==> src/logic/tcm_consts.svh <==
// Register map, field positions, counter limits and codes of the timer capture block.
// Functional notes
// RULE1 - Timer mode field 01 selects capture operation; edge-select field picks active edges.
// RULE2 - Each active capture edge copies the counter value into compare A.
// RULE3 - Clear-select bit is ignored in capture operation; counter reset unaffected.
// RULE4 - No output waveform in capture operation; level and polarity bits do nothing.
// RULE5 - Compare P match resets the counter; P of zero gives maximum range.
// RULE6 - Software must not use capture while the selected counter clock is unavailable.
// RULE7 - Counter starts on run bit rising, free runs until it falls; P match interrupts.
// RULE8 - Edge-select 11 disables captures while the counter keeps running.
// RULE9 - Compare A flag sets half a tick after latch; latch within 1.5 ticks. The code sets the flag one bus clock after the latch.
// RULE10 - Capture source bit picks capture or clock pin; never both capture and clock.
// RULE11 - With P at zero the counter wraps from all ones, 65536 ticks.
`ifndef TCM_CONSTS_SVH
`define TCM_CONSTS_SVH

`define TCM_ADDR_W        8
`define TCM_OFS_CTRL      8'h00
`define TCM_OFS_CMP_P     8'h04
`define TCM_OFS_CMP_A     8'h08
`define TCM_OFS_COUNT     8'h0C
`define TCM_OFS_STATUS    8'h10
`define TCM_OFS_CLEAR     8'h14
`define TCM_OFS_ENABLE    8'h18

`define TCM_CTRL_MODE_LO  0
`define TCM_CTRL_EDGE_LO  2
`define TCM_CTRL_CLRSEL   4
`define TCM_CTRL_OLEVEL   5
`define TCM_CTRL_OPOL     6
`define TCM_CTRL_CAPSRC   7
`define TCM_CTRL_RUN      8
`define TCM_CTRL_CLKSRC   9
`define TCM_CTRL_W        10

`define TCM_MODE_CAPTURE  2'h1
`define TCM_EDGE_RISE     2'h0
`define TCM_EDGE_FALL     2'h1
`define TCM_EDGE_BOTH     2'h2
`define TCM_EDGE_NONE     2'h3

`define TCM_IRQ_A         0
`define TCM_IRQ_P         1
`define TCM_IRQ_W         2

`define TCM_CNT_W         16
`define TCM_CNT_MAX       16'hFFFF
`define TCM_CNT_ZERO      16'h0000
`define TCM_CNT_STEP      16'h0001

`define TCM_RESP_OKAY     2'h0
`define TCM_RESP_SLVERR   2'h2

`endif

==> src/logic/tcm_pkg.sv <==
// Types shared by the timer capture block.
package tcm_pkg;
`include "tcm_consts.svh"

   typedef struct packed {
      logic [`TCM_ADDR_W-1:0] awaddr;
      logic                   awvalid;
      logic [31:0]            wdata;
      logic [3:0]             wstrb;
      logic                   wvalid;
      logic                   bready;
      logic [`TCM_ADDR_W-1:0] araddr;
      logic                   arvalid;
      logic                   rready;
   } tcm_axil_req_t;

   typedef struct packed {
      logic        awready;
      logic        wready;
      logic [1:0]  bresp;
      logic        bvalid;
      logic        arready;
      logic [31:0] rdata;
      logic [1:0]  rresp;
      logic        rvalid;
   } tcm_axil_rsp_t;

   typedef struct packed {
      logic       clock_source;
      logic       counter_run_bit;
      logic       capture_source_bit;
      logic       output_polarity_bit;
      logic       output_level_bit;
      logic       clear_select_bit;
      logic [1:0] edge_select_field;
      logic [1:0] timer_mode_field;
   } tcm_ctrl_t;

   typedef struct packed {
      logic s1;
      logic s2;
      logic s3;
   } tcm_sync_state_t;

   typedef struct packed {
      logic [`TCM_ADDR_W-1:0] awaddr;
      logic                   aw_have;
      logic [31:0]            wdata;
      logic [3:0]             wstrb;
      logic                   w_have;
      logic                   bvalid;
      logic [1:0]             bresp;
      logic                   rvalid;
      logic [1:0]             rresp;
      logic [31:0]            rdata;
      tcm_ctrl_t              ctrl;
      logic [`TCM_CNT_W-1:0]  cmp_p;
      logic [`TCM_CNT_W-1:0]  cmp_a;
      logic [`TCM_CNT_W-1:0]  count;
      logic                   run_prev;
      logic                   cap_pend;
      logic                   a_flag_pend;
      logic [`TCM_IRQ_W-1:0]  status;
      logic [`TCM_IRQ_W-1:0]  enable;
   } tcm_state_t;
endpackage

==> src/logic/tcm_edge_sync.sv <==
// Three-flop pin synchroniser with rising and falling edge pulses.
module tcm_edge_sync
   import tcm_pkg::*;
(
   input  wire logic aclk,
   input  wire logic aresetn,
   input  wire logic pin,
   output logic      level,
   output logic      rise,
   output logic      fall
);
   import tcm_pkg::*;

   tcm_sync_state_t st;
   tcm_sync_state_t next_st;

   // Only the second and third stages feed logic, keeping the first stage free to settle.
   always_comb begin
      next_st    = st;
      next_st.s1 = pin;
      next_st.s2 = st.s1;
      next_st.s3 = st.s2;
   end

   always_ff @(posedge aclk) begin
      if (!aresetn) begin
         st <= '0;
      end else begin
         st <= next_st;
      end
   end

   assign level = st.s2;
   assign rise  = st.s2 & ~st.s3;
   assign fall  = ~st.s2 & st.s3;
endmodule

==> src/logic/tcm_timer_capture.sv <==
// Capture input mode of a 16-bit timer with an AXI4-Lite register slave.
module tcm_timer_capture
   import tcm_pkg::*;
(
   input  wire logic           aclk,
   input  wire logic           aresetn,
   input  wire tcm_pkg::tcm_axil_req_t axi_req,
   output tcm_pkg::tcm_axil_rsp_t      axi_rsp,
   input  wire logic           capture_pin,
   input  wire logic           timer_clock_pin,
   output logic                timer_out,
   output logic                irq
);
   import tcm_pkg::*;

   tcm_state_t st;
   tcm_state_t next_st;

   logic cap_rise;
   logic cap_fall;
   logic tck_rise;
   logic tck_fall;

   // Only the edge pulses drive logic here, so the synchronised levels stay unconnected.
   tcm_edge_sync u_cap_sync (
      .aclk    (aclk),
      .aresetn (aresetn),
      .pin     (capture_pin),
      .level   (),
      .rise    (cap_rise),
      .fall    (cap_fall)
   );

   tcm_edge_sync u_tck_sync (
      .aclk    (aclk),
      .aresetn (aresetn),
      .pin     (timer_clock_pin),
      .level   (),
      .rise    (tck_rise),
      .fall    (tck_fall)
   );

   function automatic logic [31:0] merge_bytes(input logic [31:0] old_val,
                                               input logic [31:0] new_val,
                                               input logic [3:0]  strb);
      logic [31:0] res;
      res = old_val;
      for (int i = 0; i < 4; i++) begin
         if (strb[i]) begin
            res[8*i +: 8] = new_val[8*i +: 8];
         end
      end
      return res;
   endfunction

   logic                  tick;
   logic                  sel_rise;
   logic                  sel_fall;
   logic                  active_edge;
   logic                  capture_mode;
   logic                  p_match;
   logic                  run_start;
   logic [`TCM_IRQ_W-1:0] hw_set;
   logic                  do_write;
   logic                  do_read;
   logic [31:0]           ctrl_word;
   logic [31:0]           wr_val;

   always_comb begin
      ctrl_word = '0;
      ctrl_word[`TCM_CTRL_W-1:0] = st.ctrl;
   end

   // The timer ticks on every bus clock or on rising edges of the timer clock pin.
   // With the pin as source and the pin idle, nothing counts and nothing is captured.
   assign tick = st.ctrl.clock_source ? tck_rise : 1'b1;  // see RULE6

   // The capture source picks the pin; software must not pair it with the pin clock.
   assign sel_rise = st.ctrl.capture_source_bit ? tck_rise : cap_rise;  // see RULE10
   assign sel_fall = st.ctrl.capture_source_bit ? tck_fall : cap_fall;  // see RULE10

   assign capture_mode = (st.ctrl.timer_mode_field == `TCM_MODE_CAPTURE);  // see RULE1

   always_comb begin
      case (st.ctrl.edge_select_field)  // see RULE1
         `TCM_EDGE_RISE: active_edge = sel_rise;
         `TCM_EDGE_FALL: active_edge = sel_fall;
         `TCM_EDGE_BOTH: active_edge = sel_rise | sel_fall;
         `TCM_EDGE_NONE: active_edge = 1'b0;  // see RULE8
         default:        active_edge = 1'b0;
      endcase
   end

   // Clear-select takes no part in the wrap decision.
   assign p_match = (st.cmp_p == `TCM_CNT_ZERO) ? (st.count == `TCM_CNT_MAX)  // see RULE11
                                                 : (st.count == st.cmp_p);   // see RULE5, RULE3
   assign run_start = st.ctrl.counter_run_bit & ~st.run_prev;  // see RULE7

   assign do_write = st.aw_have & st.w_have & ~st.bvalid;
   assign do_read  = axi_req.arvalid & ~st.rvalid;

   always_comb begin
      next_st  = st;
      hw_set   = '0;
      wr_val   = merge_bytes('0, st.wdata, st.wstrb);

      next_st.run_prev = st.ctrl.counter_run_bit;

      // Counter.
      if (run_start) begin
         next_st.count = `TCM_CNT_ZERO;  // see RULE7
      end else if (st.ctrl.counter_run_bit && tick) begin
         if (p_match) begin
            next_st.count     = `TCM_CNT_ZERO;  // see RULE5, RULE11
            hw_set[`TCM_IRQ_P] = 1'b1;          // see RULE7
         end else begin
            next_st.count = st.count + `TCM_CNT_STEP;
         end
      end

      // An edge is held until the next tick, which bounds the latch delay to one tick.
      if (capture_mode && active_edge && st.ctrl.counter_run_bit) begin
         next_st.cap_pend = 1'b1;  // see RULE2, RULE8
      end
      if (st.cap_pend && tick) begin
         next_st.cap_pend    = capture_mode && active_edge && st.ctrl.counter_run_bit;
         next_st.cmp_a       = st.count;  // see RULE2, RULE9
         next_st.a_flag_pend = 1'b1;
      end else begin
         next_st.a_flag_pend = 1'b0;
      end
      // The flag follows the latch by one bus clock, standing in for the half tick.
      if (st.a_flag_pend) begin
         hw_set[`TCM_IRQ_A] = 1'b1;  // see RULE9
      end

      // Write channel: address and data are taken independently.
      if (axi_req.awvalid && !st.aw_have && !st.bvalid) begin
         next_st.aw_have = 1'b1;
         next_st.awaddr  = axi_req.awaddr;
      end
      if (axi_req.wvalid && !st.w_have && !st.bvalid) begin
         next_st.w_have = 1'b1;
         next_st.wdata  = axi_req.wdata;
         next_st.wstrb  = axi_req.wstrb;
      end
      if (do_write) begin
         next_st.aw_have = 1'b0;
         next_st.w_have  = 1'b0;
         next_st.bvalid  = 1'b1;
         next_st.bresp   = `TCM_RESP_OKAY;
         // Each merged word is cut back to the width of the register it lands in.
         case (st.awaddr)
            `TCM_OFS_CTRL: begin
               next_st.ctrl = tcm_ctrl_t'(`TCM_CTRL_W'(merge_bytes(ctrl_word, st.wdata, st.wstrb)));
            end
            `TCM_OFS_CMP_P: begin
               next_st.cmp_p = `TCM_CNT_W'(merge_bytes({16'h0000, st.cmp_p}, st.wdata, st.wstrb));
            end
            `TCM_OFS_CMP_A: begin
               next_st.cmp_a = `TCM_CNT_W'(merge_bytes({16'h0000, st.cmp_a}, st.wdata, st.wstrb));
            end
            `TCM_OFS_CLEAR: begin
               next_st.status = st.status & ~wr_val[`TCM_IRQ_W-1:0];
            end
            `TCM_OFS_ENABLE: begin
               next_st.enable = `TCM_IRQ_W'(merge_bytes({30'h0, st.enable}, st.wdata, st.wstrb));
            end
            `TCM_OFS_COUNT, `TCM_OFS_STATUS: begin
               next_st.bresp = `TCM_RESP_OKAY;
            end
            default: begin
               next_st.bresp = `TCM_RESP_SLVERR;
            end
         endcase
      end
      if (st.bvalid && axi_req.bready) begin
         next_st.bvalid = 1'b0;
      end

      // Hardware set wins over a software clear in the same cycle.
      next_st.status = next_st.status | hw_set;

      // Read channel.
      if (do_read) begin
         next_st.rvalid = 1'b1;
         next_st.rresp  = `TCM_RESP_OKAY;
         next_st.rdata  = '0;
         case (axi_req.araddr)
            `TCM_OFS_CTRL:   next_st.rdata = ctrl_word;
            `TCM_OFS_CMP_P:  next_st.rdata = {16'h0000, st.cmp_p};
            `TCM_OFS_CMP_A:  next_st.rdata = {16'h0000, st.cmp_a};
            `TCM_OFS_COUNT:  next_st.rdata = {16'h0000, st.count};
            `TCM_OFS_STATUS: next_st.rdata = {30'h0, st.status};
            `TCM_OFS_ENABLE: next_st.rdata = {30'h0, st.enable};
            `TCM_OFS_CLEAR:  next_st.rdata = 32'h0000_0000;
            default:         next_st.rresp = `TCM_RESP_SLVERR;
         endcase
      end else if (st.rvalid && axi_req.rready) begin
         next_st.rvalid = 1'b0;
      end
   end

   always_ff @(posedge aclk) begin
      if (!aresetn) begin
         st <= '0;
      end else begin
         st <= next_st;
      end
   end

   always_comb begin
      axi_rsp         = '0;
      axi_rsp.awready = ~st.aw_have & ~st.bvalid;
      axi_rsp.wready  = ~st.w_have & ~st.bvalid;
      axi_rsp.bvalid  = st.bvalid;
      axi_rsp.bresp   = st.bresp;
      axi_rsp.arready = ~st.rvalid;
      axi_rsp.rvalid  = st.rvalid;
      axi_rsp.rresp   = st.rresp;
      axi_rsp.rdata   = st.rdata;
   end

   // Only capture mode is built here, so the waveform pin stays low whatever
   // the level and polarity bits hold; the pin levels themselves are not needed.
   assign timer_out = 1'b0;  // see RULE4
   assign irq       = |(st.status & st.enable);
endmodule

==> config.mk <==
export PLATFORM = sky130hd
export DESIGN_NAME = tcm_timer_capture
export DESIGN_NICKNAME = d
export VERILOG_FILES = /design/src/logic/tcm_pkg.sv /design/src/logic/tcm_edge_sync.sv /design/src/logic/tcm_timer_capture.sv
export VERILOG_INCLUDE_DIRS = /design/src /design/src/logic
export SDC_FILE = /design/constraint.sdc
export NUM_CORES = 1
export LEC_CHECK = 0
export BUFFER_PORTS_ARGS = -buffer_cell sky130_fd_sc_hd__buf_4
export CORE_MARGIN = 2
export CORE_UTILIZATION = 60
export DETAILED_ROUTE_END_ITERATION = 7
export PLACE_DENSITY_LB_ADDON = 0.1
export REMOVE_ABC_BUFFERS = 1
export SETUP_SLACK_MARGIN = 0.02
export SYNTH_ARGS = -nofsm -noshare
export SYNTH_HDL_FRONTEND = slang
export SYNTH_SLANG_ARGS = --single-unit
==> constraint.sdc <==
create_clock -name aclk -period 3.7 [get_ports aclk]
set_input_delay 0.925 -clock aclk [delete_from_list [all_inputs] [get_ports aclk]]
set_output_delay 0.925 -clock aclk [all_outputs]
set_load 0.05 [all_outputs]
==> reports/summary.txt, run 1 <==
GPL Wtd Cong: 0.839
Synthesized area: 0.00586 mm²
Cells after Synth: 709
Synth top cells by count: 158 x nand2_1, 119 x dfxtp_1, 76 x a21oi_1
Max Fclk: 425 MHz
Synthesized flop and latch total: 119
Tmin final: 2.35 ns
Post-place setup slack: 1.15 ns
Row count: 36
Antenna violations before repair: 0
Chip height: 103 µm
Hold buffer count at CTS: 0
Sw Ratio: 0.225
H-tree levels: 4
Comb pwr share: 0.067
Largest area contributor in the netlist: dfxtp_1
Setup Fix Bufs, Post-CTS: 0
Hpwl dp: 9480 µm
Sequential Power Share: 0.395
Setup Viol. Count Final: 0
WS Path Type: reg2reg
Endpoints failing hold: 0
Core area: 0.00964 mm²
Total negative slack: 0 ns
Largest net degree at the start of global routing: 54
Synthesized area per cell: 8.26 µm²
Crit path max fanout: 9
Slowest cell on the critical path: or4_1
First-pass GRT wire length: 22600 µm
Avg WL per Cell: 15.9 µm
Number of flops mapped to enable cells by yosys: 0
Clock Tree Buf Depth: 2
RR Startpoint: st[146]
CTS tree: done
WL final: 13900 µm
Total CTS buffers: 17
Share of layout cells above drive strength 1: 0.188
Area grow syn2layout: 15.3%
Type of origin of the critical path: flop
Net Sw Power: 0.000764 W
Slew of the pin with the lowest slew margin: 0.769 ns
Cell variety after synth: 55
Register area share after synthesis: 0.407
Power share of the clock group: 0.537
Hold slack final: 0.434 ns
Unrepaired setup endpoints after global routing: no
Max cap viols: 0
Vias: 5034
Clock Sinks: 119
Final ANT Viol Nets: 0
Routed vias/inst: 5.75
Cell Pwr Density: 502 mW/mm²
P_int: 0.00263 W
Leakage: 2.64 nW
Grt ovf: 0
Hold Crit Class: reg2reg
Die area: 0.0106 mm²
Max incr delay on CP: 0.55 ns
Clock Skew: 0.00818 ns
Top cell family by delay on the critical path: simple AND/OR/NAND/NOR gates
Hold Crit Start: u_tck_sync.next_st[1]
Post-synth top area share: 0.407
WP buf/inv: 0
Chip Width: 103 µm
Top-level I/O count: 104
Worst-path clk slew: 0.06 ns
Final critical-path share of the clock period: 0.636
Async S/R FF share, synth: 0
Cts repair resizes: 0
Vias in the first global route: 4591
CTS root buffer: clkbuf_8
CP required: 4.13 ns
Port-buffer cells: 66
First-pass iteration count of the detailed router: 5
Slew headroom: 0.487
Worst Setup SP: st[146]
Most frequent cell after synthesis: nand2_1
Initial DRC count: 354
Nets: 792
Worst setup EP type: flop
Clock Latency Late Sink: 0.52 ns
Maximum vdd drop: 322 µV
Antenna cells: 0
Crit-path cells: or4_1, nor3_2, nand4_1, nand2_1, nor2_1, nor3_1
Main flop type after synthesis: dfxtp_1
Initial Util: 0.608
Arrival @ worst endpoint: 2.79 ns
Residual DRC count: 0
Synth top area cells: dfxtp_1 41%, nand2_1 10%, a21oi_1 6.5%, buf_4 5.4%, mux4_2 3.5%
Global Route Usage Sum: 0.280
Slew Limit Fails: 0
Final Worst Setup Slack: 1.35 ns
Status: complete, no violations
Ys Warns: 0
==> power by group through the flow <==
stage	clock [W]	sequential [W]	combinational, W
finish	0.00182	0.00134	0.000229
global route	0.00190	0.00134	0.000251
CTS	0.00184	0.00134	0.000230
detailed placement	0	0.00137	0.000229
global placement	0	0.00137	0.000225
floorplan	0	0.00137	0.000136
==> path summary, 6_finish.rpt <==
path                      endpoint  slack, ns  cells past startpoint
setup / recovery            st[23]       1.35                      6
hold reg to reg   u_tck_sync.level       0.43                      1
hold / removal    u_tck_sync.level       0.43                      1
setup reg to reg            st[23]       1.35                      6
==> final cells by class <==
cell class              instances  area (µm²)
flip-flops and latches        119        2380
clock inverters                13         226
multi-input cells             511        2970
repair buffers                 70         538
fillers                       780        2890
well taps                     133         166
clock buffers                  19         432
inverters                      11        41.3
==> layer usage <==
layer	GRT usage	routed length (µm)	share of wire	vias to the layer above
met5	0	0	0	-
met4	0.101	208	0.015	0
met3	0.0698	1120	0.081	22
met2	0.447	6700	0.48	224
met1	0.370	5900	0.42	2353
li1	-	-	-	2435
==> state kept, by name, summed over array words and instances, names as in the netlist <==
signal	flops
axi_rsp	20
ctrl_word	10
st	83
u_cap_sync.level	1
u_cap_sync.next_st	1
u_cap_sync.st	1
u_tck_sync.level	1
u_tck_sync.next_st	1
u_tck_sync.st	1
==> through the flow <==
stage	util	std cells	cell area, µm²	power (W)
2_1_floorplan	-	641	5390	0.00151
3_3_place_gp	0.632	844	6090	0.00159
3_5_place_dp	0.632	844	6090	0.00160
4_1_cts	0.701	876	6750	0.00341
5_1_grt	0.701	876	6750	0.00349
6_report	0.701	876	6750	0.00339
==> logic make-up (layout without fill, tap and decap cells) <==
| logic type | Yosys count | in the layout | share of synthesized area |
|---|---|---|---|
| adders and majority gates | 1 | 1 | 0.00214 |
| muxes | 30 | 30 | 0.0748 |
| other | 1 | 19 | 0.000640 |
| AOI/OAI and AO/OA | 130 | 130 | 0.135 |
| DFF | 119 | 119 | 0.407 |
| xor gates and xnor gates | 23 | 23 | 0.0344 |
| and+or+nand+nor | 308 | 308 | 0.248 |
| buffers and inverters | 97 | 113 | 0.0991 |
==> worst reg2reg max path: cells and delay by family (launching register included) <==
family           cells  cell delay, ns
AND/OR/NAND/NOR      6            1.95
flip-flops           1            0.31
==> placed cells by master (no fill, tap or decap), types with 3 or more instances in the layout <==
master,instances
xnor2_1,17
inv_1,10
nand2_1,158
dfxtp_1,119
a21oi_2,11
nor3_1,26
mux4_2,9
nand3_1,19
and3_1,14
xor2_1,6
clkbuf_16,16
nor2b_1,4
and2_1,9
clkinvlp_4,3
nand4_1,10
clkinv_2,3
o22ai_1,19
mux2i_1,13
a22oi_1,6
buf_4,69
nor2_1,47
bufinv_16,6
a21oi_1,75
mux2_2,7
conb_1,19
nor4_2,3
o21ai_0,5
a221oi_1,3
(Power assumes the default switching activity.)
==> run 2, diff against run 1 <==
Settings changed: CORE_UTILIZATION 60 to 51.
Clock period 3.7 ns to 2 ns, I/O delays scaled along.
==> reports/summary.txt, run 2 (synthesis results as in run 1) <==
Most frequent cells in the layout: 130 x nand2_1, 116 x dfxtp_1, 114 x buf_4, 63 x a21oi_1, 47 x nor2_1
Routed vias/inst: 5.53 (-3.8%)
Unrepaired setup endpoints after global routing: yes
First-pass iteration count of the detailed router: 5 (unchanged)
Setup Viol. Count Final: 44 (+44)
Type of origin of the critical path: flop
H-tree levels: 4 (unchanged)
Slew of the pin with the lowest slew margin: 0.610 ns (-0.159 ns)
Max cap viols: 0 (unchanged)
Chip height: 111 µm (+8.1%)
WP depth: 7 (+1)
Final ANT Viol Nets: 0 (unchanged)
Grt ovf: 0 (unchanged)
Crit path max fanout: 8 (-1)
Top-level I/O count: 104 (unchanged)
Tmin final: 2.23 ns (-0.125 ns)
R2R Setup Slk: -0.23 ns (-1.58 ns)
WP buf/inv: 1 (+1)
CTS tree: done
Hold slack final: 0.266 ns (-0.168 ns)
Worst Setup SP: st[146]
Total CTS buffers: 17 (unchanged)
Worst setup EP type: flop
Crit-path cells: or4_4, or3_4, nor3_4, buf_6, and3_4, nand2_1, a21oi_1
First-pass GRT wire length: 24500 µm (+8.1%)
Largest net degree at the start of global routing: 50 (-7.4%)
Worst R2R End: st[46]
RR Startpoint: st[146]
Nets: 851 (+7.4%)
Chip Width: 111 µm (+8.1%)
Hpwl dp: 10800 µm (+14%)
Antenna cells: 0 (unchanged)
Max Fclk: 449 MHz (+5.6%)
Clock Latency Late Sink: 0.42 ns (-0.10 ns)
GPL Wtd Cong: 0.836 (-0.38%)
WS Path Type: reg2reg
Worst-path clk slew: 0.05 ns (about the same)
Clock Sinks: 119 (unchanged)
Vias in the first global route: 4824 (+5.1%)
Antenna violations before repair: 0 (unchanged)
Biggest register: st
Hold buffer count at CTS: 0 (unchanged)
CTS root buffer: clkbuf_16
Residual DRC count: 0 (unchanged)
Commonest non-fill, non-tap cell in the layout: nand2_1
CP required: 2.33 ns (-1.80 ns)
Initial DRC count: 324 (-8.5%)
Failing checks: setup timing
Top cell family by delay on the critical path: simple AND/OR/NAND/NOR gates
Area grow syn2layout: 28.5%
Port-buffer cells: 66 (unchanged)
Slowest cell on the critical path: or4_4
WL final: 15400 µm (+10%)
Endpoints failing hold: 0 (unchanged)
Crit path capture: st[46]
Avg WL per Cell: 16.3 µm (+2.4%)
Slew Limit Fails: 0 (unchanged)
Reg2reg path depth: 7 (+1)
Clock Skew: 0.0149 ns (+0.00677 ns)
Maximum vdd drop: 403 µV (+25%)
Cell Pwr Density: 792 mW/mm² (+58%)
Status: finished with violations
Initial Util: 0.517 (-0.0903)
Final critical-path share of the clock period: 1.11 (+0.478)
Leakage: 3.01 nW (+14%)
Slew headroom: 0.594 (+0.107)
Final Worst Setup Slack: -0.229 ns (-1.58 ns)
Clock Tree Buf Depth: 2 (unchanged)
Hold Crit Class: in2reg
Share of layout cells above drive strength 1: 0.332 (+0.143)
Max incr delay on CP: 0.53 ns (-0.02 ns)
Largest register FFs: 83 (unchanged)
Post-place setup slack: -0.195 ns (-1.34 ns)
Vias: 5226 (+3.8%)
Row count: 39 (+8.3%)
Global Route Usage Sum: 0.249 (-0.0305)
Arrival @ worst endpoint: 2.56 ns (-0.23 ns)
Core area: 0.0113 mm² (+17%)
Die area: 0.0124 mm² (+17%)
run 2: how the worst min path moves through the flow:
stage                                startpoint          endpoint  slack (ns)  cells past startpoint
final                                axi_req[0]        axi_rsp[0]        0.27                      2
after floorplan           u_cap_sync.next_st[1]  u_cap_sync.level        0.41                      1
after CTS                            axi_req[0]        axi_rsp[0]        0.26                      2
after global placement                    st[4]             st[2]        0.42                      2
after global routing                 axi_req[0]        axi_rsp[0]        0.28                      2
after detailed placement  u_cap_sync.next_st[1]  u_cap_sync.level        0.43                      1
run 2: worst reg2reg max path: stages, from the launching register on:
cell,delay [ns]
dfxtp_2,0.31
or4_4,0.53
or3_4,0.38
nor3_4,0.27
buf_6,0.15
and3_4,0.27
nand2_1,0.09
a21oi_1,0.16
run 2: layer usage:
metal / GRT usage / part of all wire / up-vias / wire [µm]
li1: - / - / 2541 / -
met1: 0.325 / 0.43 / 2460 / 6620
met2: 0.404 / 0.48 / 197 / 7320
met3: 0.0547 / 0.071 / 28 / 1090
met4: 0.0979 / 0.024 / 0 / 369
met5: 0 / 0 / - / 0
run 2: area by class of cell:
class | instances | area, µm²
clock buffer | 24 | 492
clock inverter | 8 | 95.1
fill | 930 | 3790
inverter | 11 | 41.3
multi-input combinational | 511 | 3270
sequential | 119 | 2390
tap | 143 | 179
timing repair buffer | 129 | 1060
run 2: report_power, final:
part | total (W) | switching, W | internal (W)
clock | 0.00299 | 0.00104 | 0.00195
combinational | 0.000476 | 0.000306 | 0.000170
sequential | 0.00249 | 0.0000676 | 0.00243
run 2: stage by stage:
| stage | area, µm² | total power [W] | setup TNS (ns) | cells | utilization |
|---|---|---|---|---|---|
| 2_1_floorplan | 5390 | 0.00279 | -9.59 | 641 | - |
| 3_3_place_gp | 6540 | 0.00297 | -4.46 | 906 | 0.577 |
| 3_5_place_dp | 6540 | 0.00298 | -6.55 | 906 | 0.577 |
| 4_1_cts | 7270 | 0.00598 | -3.35 | 942 | 0.642 |
| 5_1_grt | 7530 | 0.00616 | -10.66 | 945 | 0.665 |
| 6_report | 7530 | 0.00596 | -5.86 | 945 | 0.665 |
run 2: repair_timing:
action	CTS	global route
endpoints found under the setup margin	58	61
pin swaps	46	18
gates cloned	0	1
resized for setup	37	55
buffers inserted	4	2
